**config.mk**
```make
export PLATFORM = sky130hd
export DESIGN_NAME = debug_link
export DESIGN_NICKNAME = d
export VERILOG_FILES = /design/src/hw/dbg_link_pkg.sv /design/src/hw/byte_stream_if.sv /design/src/hw/byte_fifo.sv /design/src/hw/debug_link.sv
export SDC_FILE = /design/constraint.sdc
export NUM_CORES = 1
export LEC_CHECK = 0
export ABC_AREA = 1
export BUFFER_PORTS_ARGS = -buffer_cell sky130_fd_sc_hd__buf_4
export CORE_MARGIN = 10
export CORE_UTILIZATION = 55
export DETAILED_ROUTE_END_ITERATION = 16
export PLACE_DENSITY_LB_ADDON = 0.15
export SETUP_SLACK_MARGIN = 0.05
export SYNTH_ARGS = -nofsm -noshare
export SYNTH_HDL_FRONTEND = slang
export SYNTH_SLANG_ARGS = --single-unit
```
**constraint.sdc**
```tcl
create_clock -name ref_clk -period 7.15 [get_ports ref_clk]
set_input_delay 2.145 -clock ref_clk [delete_from_list [all_inputs] [get_ports ref_clk]]
set_output_delay 2.145 -clock ref_clk [all_outputs]
set_load 0.03 [all_outputs]
```
**src/hw/dbg_link_pkg.sv**
```systemverilog
// Constants and types for the single-wire background debug serial link.
// Assumes one bus clock (ref_clk, 10 MHz) and an asynchronous active-high reset.
package dbg_link_pkg;
   // ==========================================================
   // Bit timing in bus-clock cycles
   localparam int BIT_PERIOD    = 16;  // Nominal cycles per bit
   localparam int SAMPLE_CYCLE  = 10;  // Receive sample point
   localparam int ONE_PULSE     = 7;   // Speed-up pulse for a logic 1
   localparam int ZERO_LOW      = 13;  // Low time for a logic 0
   localparam int PULSE_LEN     = 1;   // Speed-up high drive length
   localparam int TIMEOUT_CYC   = 512; // Idle cycles between host edges
   localparam int OPCODE_BITS   = 8;   // Opcode length
   localparam int FIFO_DEPTH    = 8;   // Received byte buffer depth
   // ==========================================================
   // Reset values
   localparam logic [9:0] CNT_RESET   = 10'h000;
   localparam logic [7:0] SHIFT_RESET = 8'h00;
   localparam logic [2:0] SYNC_RESET  = 3'h7; // Idle line reads high
   // ==========================================================
   // Bit engine states
   typedef enum logic [1:0] {
      S_IDLE,   // Waiting for a host falling edge
      S_RECV,   // Host drives, device samples
      S_SEND,   // Device drives its bit
      S_WAIT    // Bit done, wait for line high
   } linkState_t;
endpackage

```
**src/hw/byte_stream_if.sv**
```systemverilog
// Valid/ready byte stream between link engine and buffer.
// Assumes both ends share ref_clk.
`timescale 1ns/100ps
interface byte_stream_if #(
   parameter int WIDTH = 8
);
   // ==========================================================
   logic [WIDTH-1:0] data;  // Payload
   logic             valid; // Producer has data
   logic             ready; // Consumer accepts
   modport source (output data, output valid, input ready);
   modport sink   (input data, input valid, output ready);
endinterface

```
**src/hw/byte_fifo.sv**
```systemverilog
// Synchronous FIFO with valid/ready on both sides.
// Assumes one clock; push and pop may coincide.
`timescale 1ns/100ps
module byte_fifo
   import dbg_link_pkg::*;
#(
   parameter int WIDTH = 8,
   parameter int DEPTH = FIFO_DEPTH
) (
   input  wire logic   ref_clk,
   input  wire logic   rst,
   input  wire logic   flush,
   byte_stream_if.sink inStream,
   output logic [WIDTH-1:0] outData,
   output logic        outValid,
   input  wire logic   outReady
);
   localparam int AW = $clog2(DEPTH);
   // ==========================================================
   // State record
   typedef struct packed {
      logic [AW-1:0] wrPtr;  // Write index
      logic [AW-1:0] rdPtr;  // Read index
      logic [AW:0]   count;  // Fill level
   } fifoState_t;
   fifoState_t st;
   fifoState_t next_st;
   logic [WIDTH-1:0] mem [DEPTH];  // Storage words
   logic push;
   logic pop;
   // Handshakes: full refuses, empty hides output
   assign inStream.ready = (st.count != (AW+1)'(DEPTH));
   assign outValid       = (st.count != '0);
   assign push = inStream.valid & inStream.ready;
   assign pop  = outValid & outReady;
   assign outData = mem[st.rdPtr];
   // Next state
   always_comb begin
      next_st = st;
      if (flush) begin
         next_st = '0;
      end else begin
         if (push) next_st.wrPtr = (st.wrPtr == AW'(DEPTH-1)) ? '0 : st.wrPtr + 1'b1;
         if (pop)  next_st.rdPtr = (st.rdPtr == AW'(DEPTH-1)) ? '0 : st.rdPtr + 1'b1;
         next_st.count = st.count + (AW+1)'(push) - (AW+1)'(pop);
      end
   end
   // Registers
   always_ff @(posedge ref_clk or posedge rst) begin
      if (rst) begin
         st <= '0;
      end else begin
         st <= next_st;
      end
   end
   // Storage write, no reset needed for data words
   always_ff @(posedge ref_clk) begin
      if (push && !flush) begin
         mem[st.wrPtr] <= inStream.data;
      end
   end
endmodule

```
**src/hw/debug_link.sv**
```systemverilog
// Bit-level engine of the single-wire background debug link.
// Assumes the debug line pad resolves enable/level outside; host is asynchronous.
`timescale 1ns/100ps
module debug_link
   import dbg_link_pkg::*;
#(
   parameter int TIMEOUT = TIMEOUT_CYC
) (
   input  wire logic       ref_clk,
   input  wire logic       rst,
   input  wire logic       lineIn,
   output logic            lineOut,
   output logic            lineOe,
   input  wire logic       txRequest,
   input  wire logic [7:0] txByte,
   output logic            txBusy,
   output logic [7:0]      rxByte,
   output logic            rxValid,
   input  wire logic       rxReady,
   output logic            rxOverrun,
   output logic            linkTimeout,
   output logic            bitPhase,
   input  wire logic       backgroundActive,
   input  wire logic       busFree,
   input  wire logic       accessPending,
   output logic            accessGrant,
   output logic            stealCycle,
   output logic            firmwareAccept
);
   // ==========================================================
   // State record
   typedef struct packed {
      logic [2:0]  sync;      // Pin synchroniser, three stages
      logic        lineLevel; // Agreed line level
      linkState_t  state;     // Bit engine state
      logic [4:0]  bitCnt;    // Cycle in current bit
      logic [9:0]  idleCnt;   // Cycles since last host edge
      logic [7:0]  shift;     // Command shift register
      logic [3:0]  nBits;     // Bits gathered in byte
      logic [7:0]  txShift;   // Outgoing byte
      logic [3:0]  txLeft;    // Bits left to send
      logic        drive;     // Output enable
      logic        level;     // Driven level
      logic [7:0]  rxHold;    // Byte offered to buffer
      logic        rxPush;    // Offer pending
      logic        overrun;   // Byte lost to full buffer
      logic        timeout;   // Timeout pulse
      logic [7:0]  waitCnt;   // Dead cycle hunt counter
   } linkRegs_t;
   localparam int STEAL_LIMIT = 128; // Dead cycle search length
   linkRegs_t st;
   linkRegs_t next_st;
   logic fallEdge;
   logic curBit;
   byte_stream_if #(.WIDTH(8)) pushIf ();
   // Edge only once stages two and three agree low after a high level
   assign fallEdge = st.lineLevel && (st.sync[1] == st.sync[2]) && !st.sync[2];
   assign curBit   = st.txShift[7];
   assign pushIf.data  = st.rxHold;
   assign pushIf.valid = st.rxPush;
   // ==========================================================
   // Bit engine next state
   always_comb begin
      next_st = st;
      next_st.timeout = 1'b0;
      // Three-stage synchroniser; stage one feeds only stage two
      next_st.sync = {st.sync[1:0], lineIn};
      if (st.sync[1] == st.sync[2]) next_st.lineLevel = st.sync[2];
      if (pushIf.ready && st.rxPush) next_st.rxPush = 1'b0;
      // Dead cycle hunt for a pending memory access
      if (accessPending && !busFree && st.waitCnt != 8'(STEAL_LIMIT)) begin
         next_st.waitCnt = st.waitCnt + 8'h01;
      end else if (!accessPending || busFree) begin
         next_st.waitCnt = 8'h00;
      end
      // Idle counter runs between host falling edges
      if (fallEdge) begin
         next_st.idleCnt = CNT_RESET;
      end else if (st.idleCnt != 10'(TIMEOUT)) begin
         next_st.idleCnt = st.idleCnt + 10'h001;
      end
      if (st.idleCnt == 10'(TIMEOUT - 1) && !fallEdge) begin
         next_st.timeout = 1'b1;
         next_st.shift   = SHIFT_RESET;
         next_st.nBits   = 4'h0;
         next_st.txLeft  = 4'h0;
         next_st.drive   = 1'b0;
         next_st.state   = S_IDLE;
      end else begin
         case (st.state)
            S_IDLE: begin
               // Host falling edge opens every bit
               if (fallEdge) begin
                  next_st.bitCnt = 5'h01;
                  if (st.txLeft != 4'h0) begin
                     next_st.state = S_SEND;
                     if (!curBit) begin
                        next_st.drive = 1'b1;  // Hold low for a zero
                        next_st.level = 1'b0;
                     end
                  end else begin
                     next_st.state = S_RECV;
                  end
               end else if (txRequest && st.txLeft == 4'h0) begin
                  next_st.txShift = txByte;
                  next_st.txLeft  = 4'h8;
               end
            end
            S_RECV: begin
               next_st.bitCnt = st.bitCnt + 5'h01;
               if (st.bitCnt == 5'(SAMPLE_CYCLE)) begin
                  next_st.shift = {st.shift[6:0], st.lineLevel};
                  if (st.nBits == 4'(OPCODE_BITS - 1)) begin
                     // Full opcode offered to the receive buffer
                     next_st.nBits  = 4'h0;
                     next_st.rxHold = {st.shift[6:0], st.lineLevel};
                     next_st.rxPush = 1'b1;
                     if (st.rxPush && !pushIf.ready) next_st.overrun = 1'b1;
                  end else begin
                     next_st.nBits = st.nBits + 4'h1;
                  end
                  next_st.state = S_WAIT;
               end
            end
            S_SEND: begin
               next_st.bitCnt = st.bitCnt + 5'h01;
               if (curBit) begin
                  // Logic 1: brief high pulse
                  next_st.drive = (st.bitCnt == 5'(ONE_PULSE - 1));
                  next_st.level = 1'b1;
               end else if (st.bitCnt == 5'(ZERO_LOW)) begin
                  // Low through bit cycle thirteen, then speed-up high
                  next_st.level = 1'b1;
               end else if (st.bitCnt == 5'(ZERO_LOW + PULSE_LEN)) begin
                  next_st.drive = 1'b0;
               end
               if (st.bitCnt == 5'(ZERO_LOW + PULSE_LEN + 1)) begin
                  next_st.drive   = 1'b0;
                  next_st.txShift = {st.txShift[6:0], 1'b0};
                  next_st.txLeft  = st.txLeft - 4'h1;
                  next_st.state   = S_WAIT;
               end
            end
            S_WAIT: begin
               // Re-arm only once line is high again
               if (st.lineLevel) next_st.state = S_IDLE;
            end
            default: next_st.state = S_IDLE;
         endcase
      end
   end
   // ==========================================================
   // Registers
   always_ff @(posedge ref_clk or posedge rst) begin
      if (rst) begin
         st         <= '0;
         st.sync    <= SYNC_RESET;
         st.lineLevel <= 1'b1;
         st.state   <= S_IDLE;
      end else begin
         st <= next_st;
      end
   end
   // ==========================================================
   // Received opcode buffer
   byte_fifo #(
      .WIDTH (8),
      .DEPTH (FIFO_DEPTH)
   ) rxFifo (
      .ref_clk  (ref_clk),
      .rst      (rst),
      .flush    (st.timeout),
      .inStream (pushIf),
      .outData  (rxByte),
      .outValid (rxValid),
      .outReady (rxReady)
   );
   // ==========================================================
   // Outputs
   assign lineOut     = st.level;
   assign lineOe      = st.drive;
   assign txBusy      = (st.txLeft != 4'h0);
   assign rxOverrun   = st.overrun;
   assign linkTimeout = st.timeout;
   assign bitPhase    = (st.state != S_IDLE);
   // Grant on a free cycle, steal when the hunt runs out
   assign accessGrant = accessPending && (busFree || st.waitCnt == 8'(STEAL_LIMIT));
   assign stealCycle  = accessPending && !busFree && st.waitCnt == 8'(STEAL_LIMIT);
   assign firmwareAccept = rxValid && backgroundActive;
   // ==========================================================
   // Checks
   a_no_drive_recv: assert property (@(posedge ref_clk) disable iff (rst)
      st.state == S_RECV |-> !lineOe) else $error("device drove during host bit");
   a_timeout_clears: assert property (@(posedge ref_clk) disable iff (rst)
      linkTimeout |-> st.shift == 8'h00 && st.nBits == 4'h0) else $error("timeout kept shift data");
   a_timeout_count: assert property (@(posedge ref_clk) disable iff (rst)
      linkTimeout |-> $past(st.idleCnt) == 10'(TIMEOUT - 1)) else $error("timeout at wrong count");
   a_sample_point: assert property (@(posedge ref_clk) disable iff (rst)
      st.state == S_RECV && st.bitCnt == 5'(SAMPLE_CYCLE) |=> st.shift[0] == $past(st.lineLevel))
      else $error("bit not sampled at point");
   a_one_pulse: assert property (@(posedge ref_clk) disable iff (rst)
      st.state == S_SEND && curBit && st.bitCnt == 5'(ONE_PULSE - 1) && !linkTimeout
      |=> lineOe && lineOut) else $error("one pulse missing");
   a_zero_low: assert property (@(posedge ref_clk) disable iff (rst)
      st.state == S_SEND && !curBit && st.bitCnt <= 5'(ZERO_LOW) |-> lineOe && !lineOut)
      else $error("zero not held low");
   a_firmware_gate: assert property (@(posedge ref_clk) disable iff (rst)
      firmwareAccept |-> backgroundActive) else $error("firmware accepted outside background");
   a_steal_bound: assert property (@(posedge ref_clk) disable iff (rst)
      stealCycle |-> st.waitCnt == 8'(STEAL_LIMIT) && !busFree) else $error("steal too early");
endmodule

```
==> flow_metrics.tcl <==
set metrics [dict create \
    outcome "complete, no violations" \
    postRouteAntennaNets 0 \
    startpoint_type "flip-flop" \
    synth_warnings 0 \
    ys_seq_area_share_pct 56.7 \
    clkTransAtPathRegs_ns 0.05 \
    met2_length_um 6560 \
    vias 4840 \
    n_antenna_cell 0 \
    globalplace.congestion 0.876 \
    grt_first_pass_wirelength_um 22000 \
    irDropWorstVdd_v 0.000261 \
    viasPerCell 5.24 \
    nets 805 \
    yosys.area.top_type "edfxtp_1" \
    dp.cells 892 \
    antenna_found_initial 0 \
    cts_tree "yes" \
    final_hold_viol_count 0 \
    htree_levels 4 \
    avgSynthCellArea_um2 9.15 \
    io_buffers 33 \
    leakage_uw 0.00338 \
    fmax_mhz 194 \
    worstPathRequired_ns 5.01 \
    grt_usage_pct 16.0 \
    fillers 969 \
    ctsResizeCount 0 \
    final_cells 924 \
    ys.flop_type "dfrtp_1" \
    max-cap-violations 0 \
    grt_overflow 0 \
    synth_edf_count 64 \
    cts_buffer_depth 2 \
    wl_um 12800 \
    setup_tns_ns 0 \
    critPathMaxFanout 34 \
    dpl_cell_area_mm2 0.00702 \
    wl_per_cell_um 13.9 \
    final.min_clock_period_ns 5.14 \
    final-seq-area_mm2 0.00380 \
    syn_inst 733 \
    top_level_ports 34 \
    multiInputGateArea_mm2 0.00249 \
    drt-met1-wl_um 5760 \
    synthTopCellsByArea "edfxtp_1 (29%), dfrtp_1 (26%), nand2_1 (8.7%), nor2_1 (6.7%), o21ai_0 (5.6%)" \
    syn-num-nets 774 \
    postCtsSetupBuffers 0 \
    clk_latency_ns 0.42 \
    die_w_um 130 \
    rsz0062_at_grt "no" \
    hold_buffers 0 \
    tightestPinTransition_ns 1.06 \
    drive_gt1_share_pct 12.2 \
    period_share_pct 71.9 \
    relSlewSlack_pct 29.3 \
    async_flop_share_pct 54.0 \
    drt_iter0_drc 204 \
    maxSlewViolCount 0 \
    cts.sinks 139 \
    synthDistinctLibCells 39 \
    core-area_mm2 0.0120 \
    area_growth_pct 14.2 \
    cts_made_buffers 17 \
    dp_hpwl_um 8480 \
    drc 0 \
    die_h_um 130 \
    fp-row-count 40 \
    top_layer_used "met4" \
    die_area_mm2 0.0170 \
    synth_area_mm2 0.00671 \
    final_common_cell "nand2_1" \
    layout_common_cells "nand2_1 (156), nor2_1 (119), o21ai_0 (75), dfrtp_1 (71), inv_1 (69)" \
    finalSetupViolCount 0 \
    fin_skew_ns 0.00672 \
    synth_seq_cells 139 \
    cts_root_buffer "clkbuf_16" \
    path_class "flip-flop to primary output" \
    design_area_mm2 0.00766 \
    wl_met3_um 409 \
    first_pass_iters 5 \
    initial_core_util_pct 56.1 \
    synth_top_area_share_pct 28.7 \
    grt_max_degree 76 \
    power.density_mw_per_mm2 372 \
    grt_pass1_vias 4731 \
    critPathCaptureType "primary output" \
    hold_class "flip-flop to flip-flop" \
    crit_arrival_ns 3.00 \
]
[final cells by class]
class / count / area share, %
inverter: 74 / 3.63
multi-input combinational: 498 / 32.6
clock inverter: 12 / 2.55
clock buffer: 20 / 5.83
sequential: 139 / 49.7
timing repair buffer: 34 / 3.33
tap: 147 / 2.40
[worst paths after layout]
check / end / cells past startpoint / slack, ns / start
worst max-delay path: rxByte[2] / 6 / 2.01 / rxFifo.st[4]
worst min-delay path: next_st[65] / 0 / 0.36 / next_st[64]
worst max register to register: st[22] / 11 / 4.76 / st[55]
worst min register to register: next_st[65] / 0 / 0.36 / next_st[64]
max in group asynchronous: st[3] / 3 / 4.51 / rst
min in group asynchronous: st[51] / 3 / 2.03 / rst
[cells in the mapped netlist (2+ instances only)]
cell type / count
nand2_1: 156
nor2_1: 119
o21ai_0: 75
dfrtp_1: 71
inv_1: 70
edfxtp_1: 64
nand3_1: 47
ha_1: 24
a21oi_1: 18
clkbuf_1: 10
o21ai_1: 10
nand4_1: 9
nand2_2: 6
nor2_4: 5
nor3_1: 5
buf_2: 4
buf_6: 4
dfstp_2: 4
o21ai_2: 4
buf_4: 3
inv_2: 3
nor3b_1: 3
nand2_4: 2
xnor2_1: 2
[report_power, final]
group / internal, µW / leakage (µW) / switching, µW
Clock: 626 / 0.000314 / 317
Sequential: 921 / 0.00143 / 129
Combinational: 310 / 0.00163 / 548
[cell families (layout without fill, tap and decap cells)]
logic type / after synthesis / count (layout) / share of synthesized area, %
and+or+nand+nor: 358 / 358 / 23.2
xor gates and xnor gates: 3 / 3 / 0.392
adders and majority gates: 25 / 25 / 4.78
buffers and inverters: 96 / 140 / 6.06
DFF: 139 / 139 / 56.7
AOI/OAI and AO/OA: 112 / 112 / 8.83
[flip-flops by register name, summed over array words and instances, names as in the netlist]
register / flops
rxFifo.st: 10
st: 49
lineOe: 1
next_st: 2
rxFifo.mem: 64
rxOverrun: 1
linkTimeout: 1
pushIf.valid: 1
curBit: 1
pushIf.data: 8
lineOut: 1
[metal layers]
| layer | vias to the layer above | GRT usage (%) |
|---|---|---|
| met5 | - | 0 |
| met4 | 0 | 5.36 |
| met3 | 8 | 4.15 |
| met2 | 70 | 28.3 |
| met1 | 2289 | 18.5 |
| li1 | 2473 | - |
[stage by stage]
step	hold WS, ns	worst slack, ns	utilization [%]	power, µW
6_report	0.363	2.01	64.0	2850
5_1_grt	0.369	1.65	64.0	3050
4_1_cts	0.363	1.92	64.0	2880
3_5_place_dp	0.355	2.08	58.7	1920
3_3_place_gp	0.353	2.13	58.7	1880
2_1_floorplan	0.345	2.10	-	1710
[critical path, cell delays in order, from the launching register on]
cell	delay (ns)
dfrtp_1	1.04
inv_1	0.75
o21ai_0	0.35
o21ai_0	0.12
nand2_1	0.09
nand2_1	0.06
buf_4	0.16
Note: power is estimated with default switching activity, not from simulation.
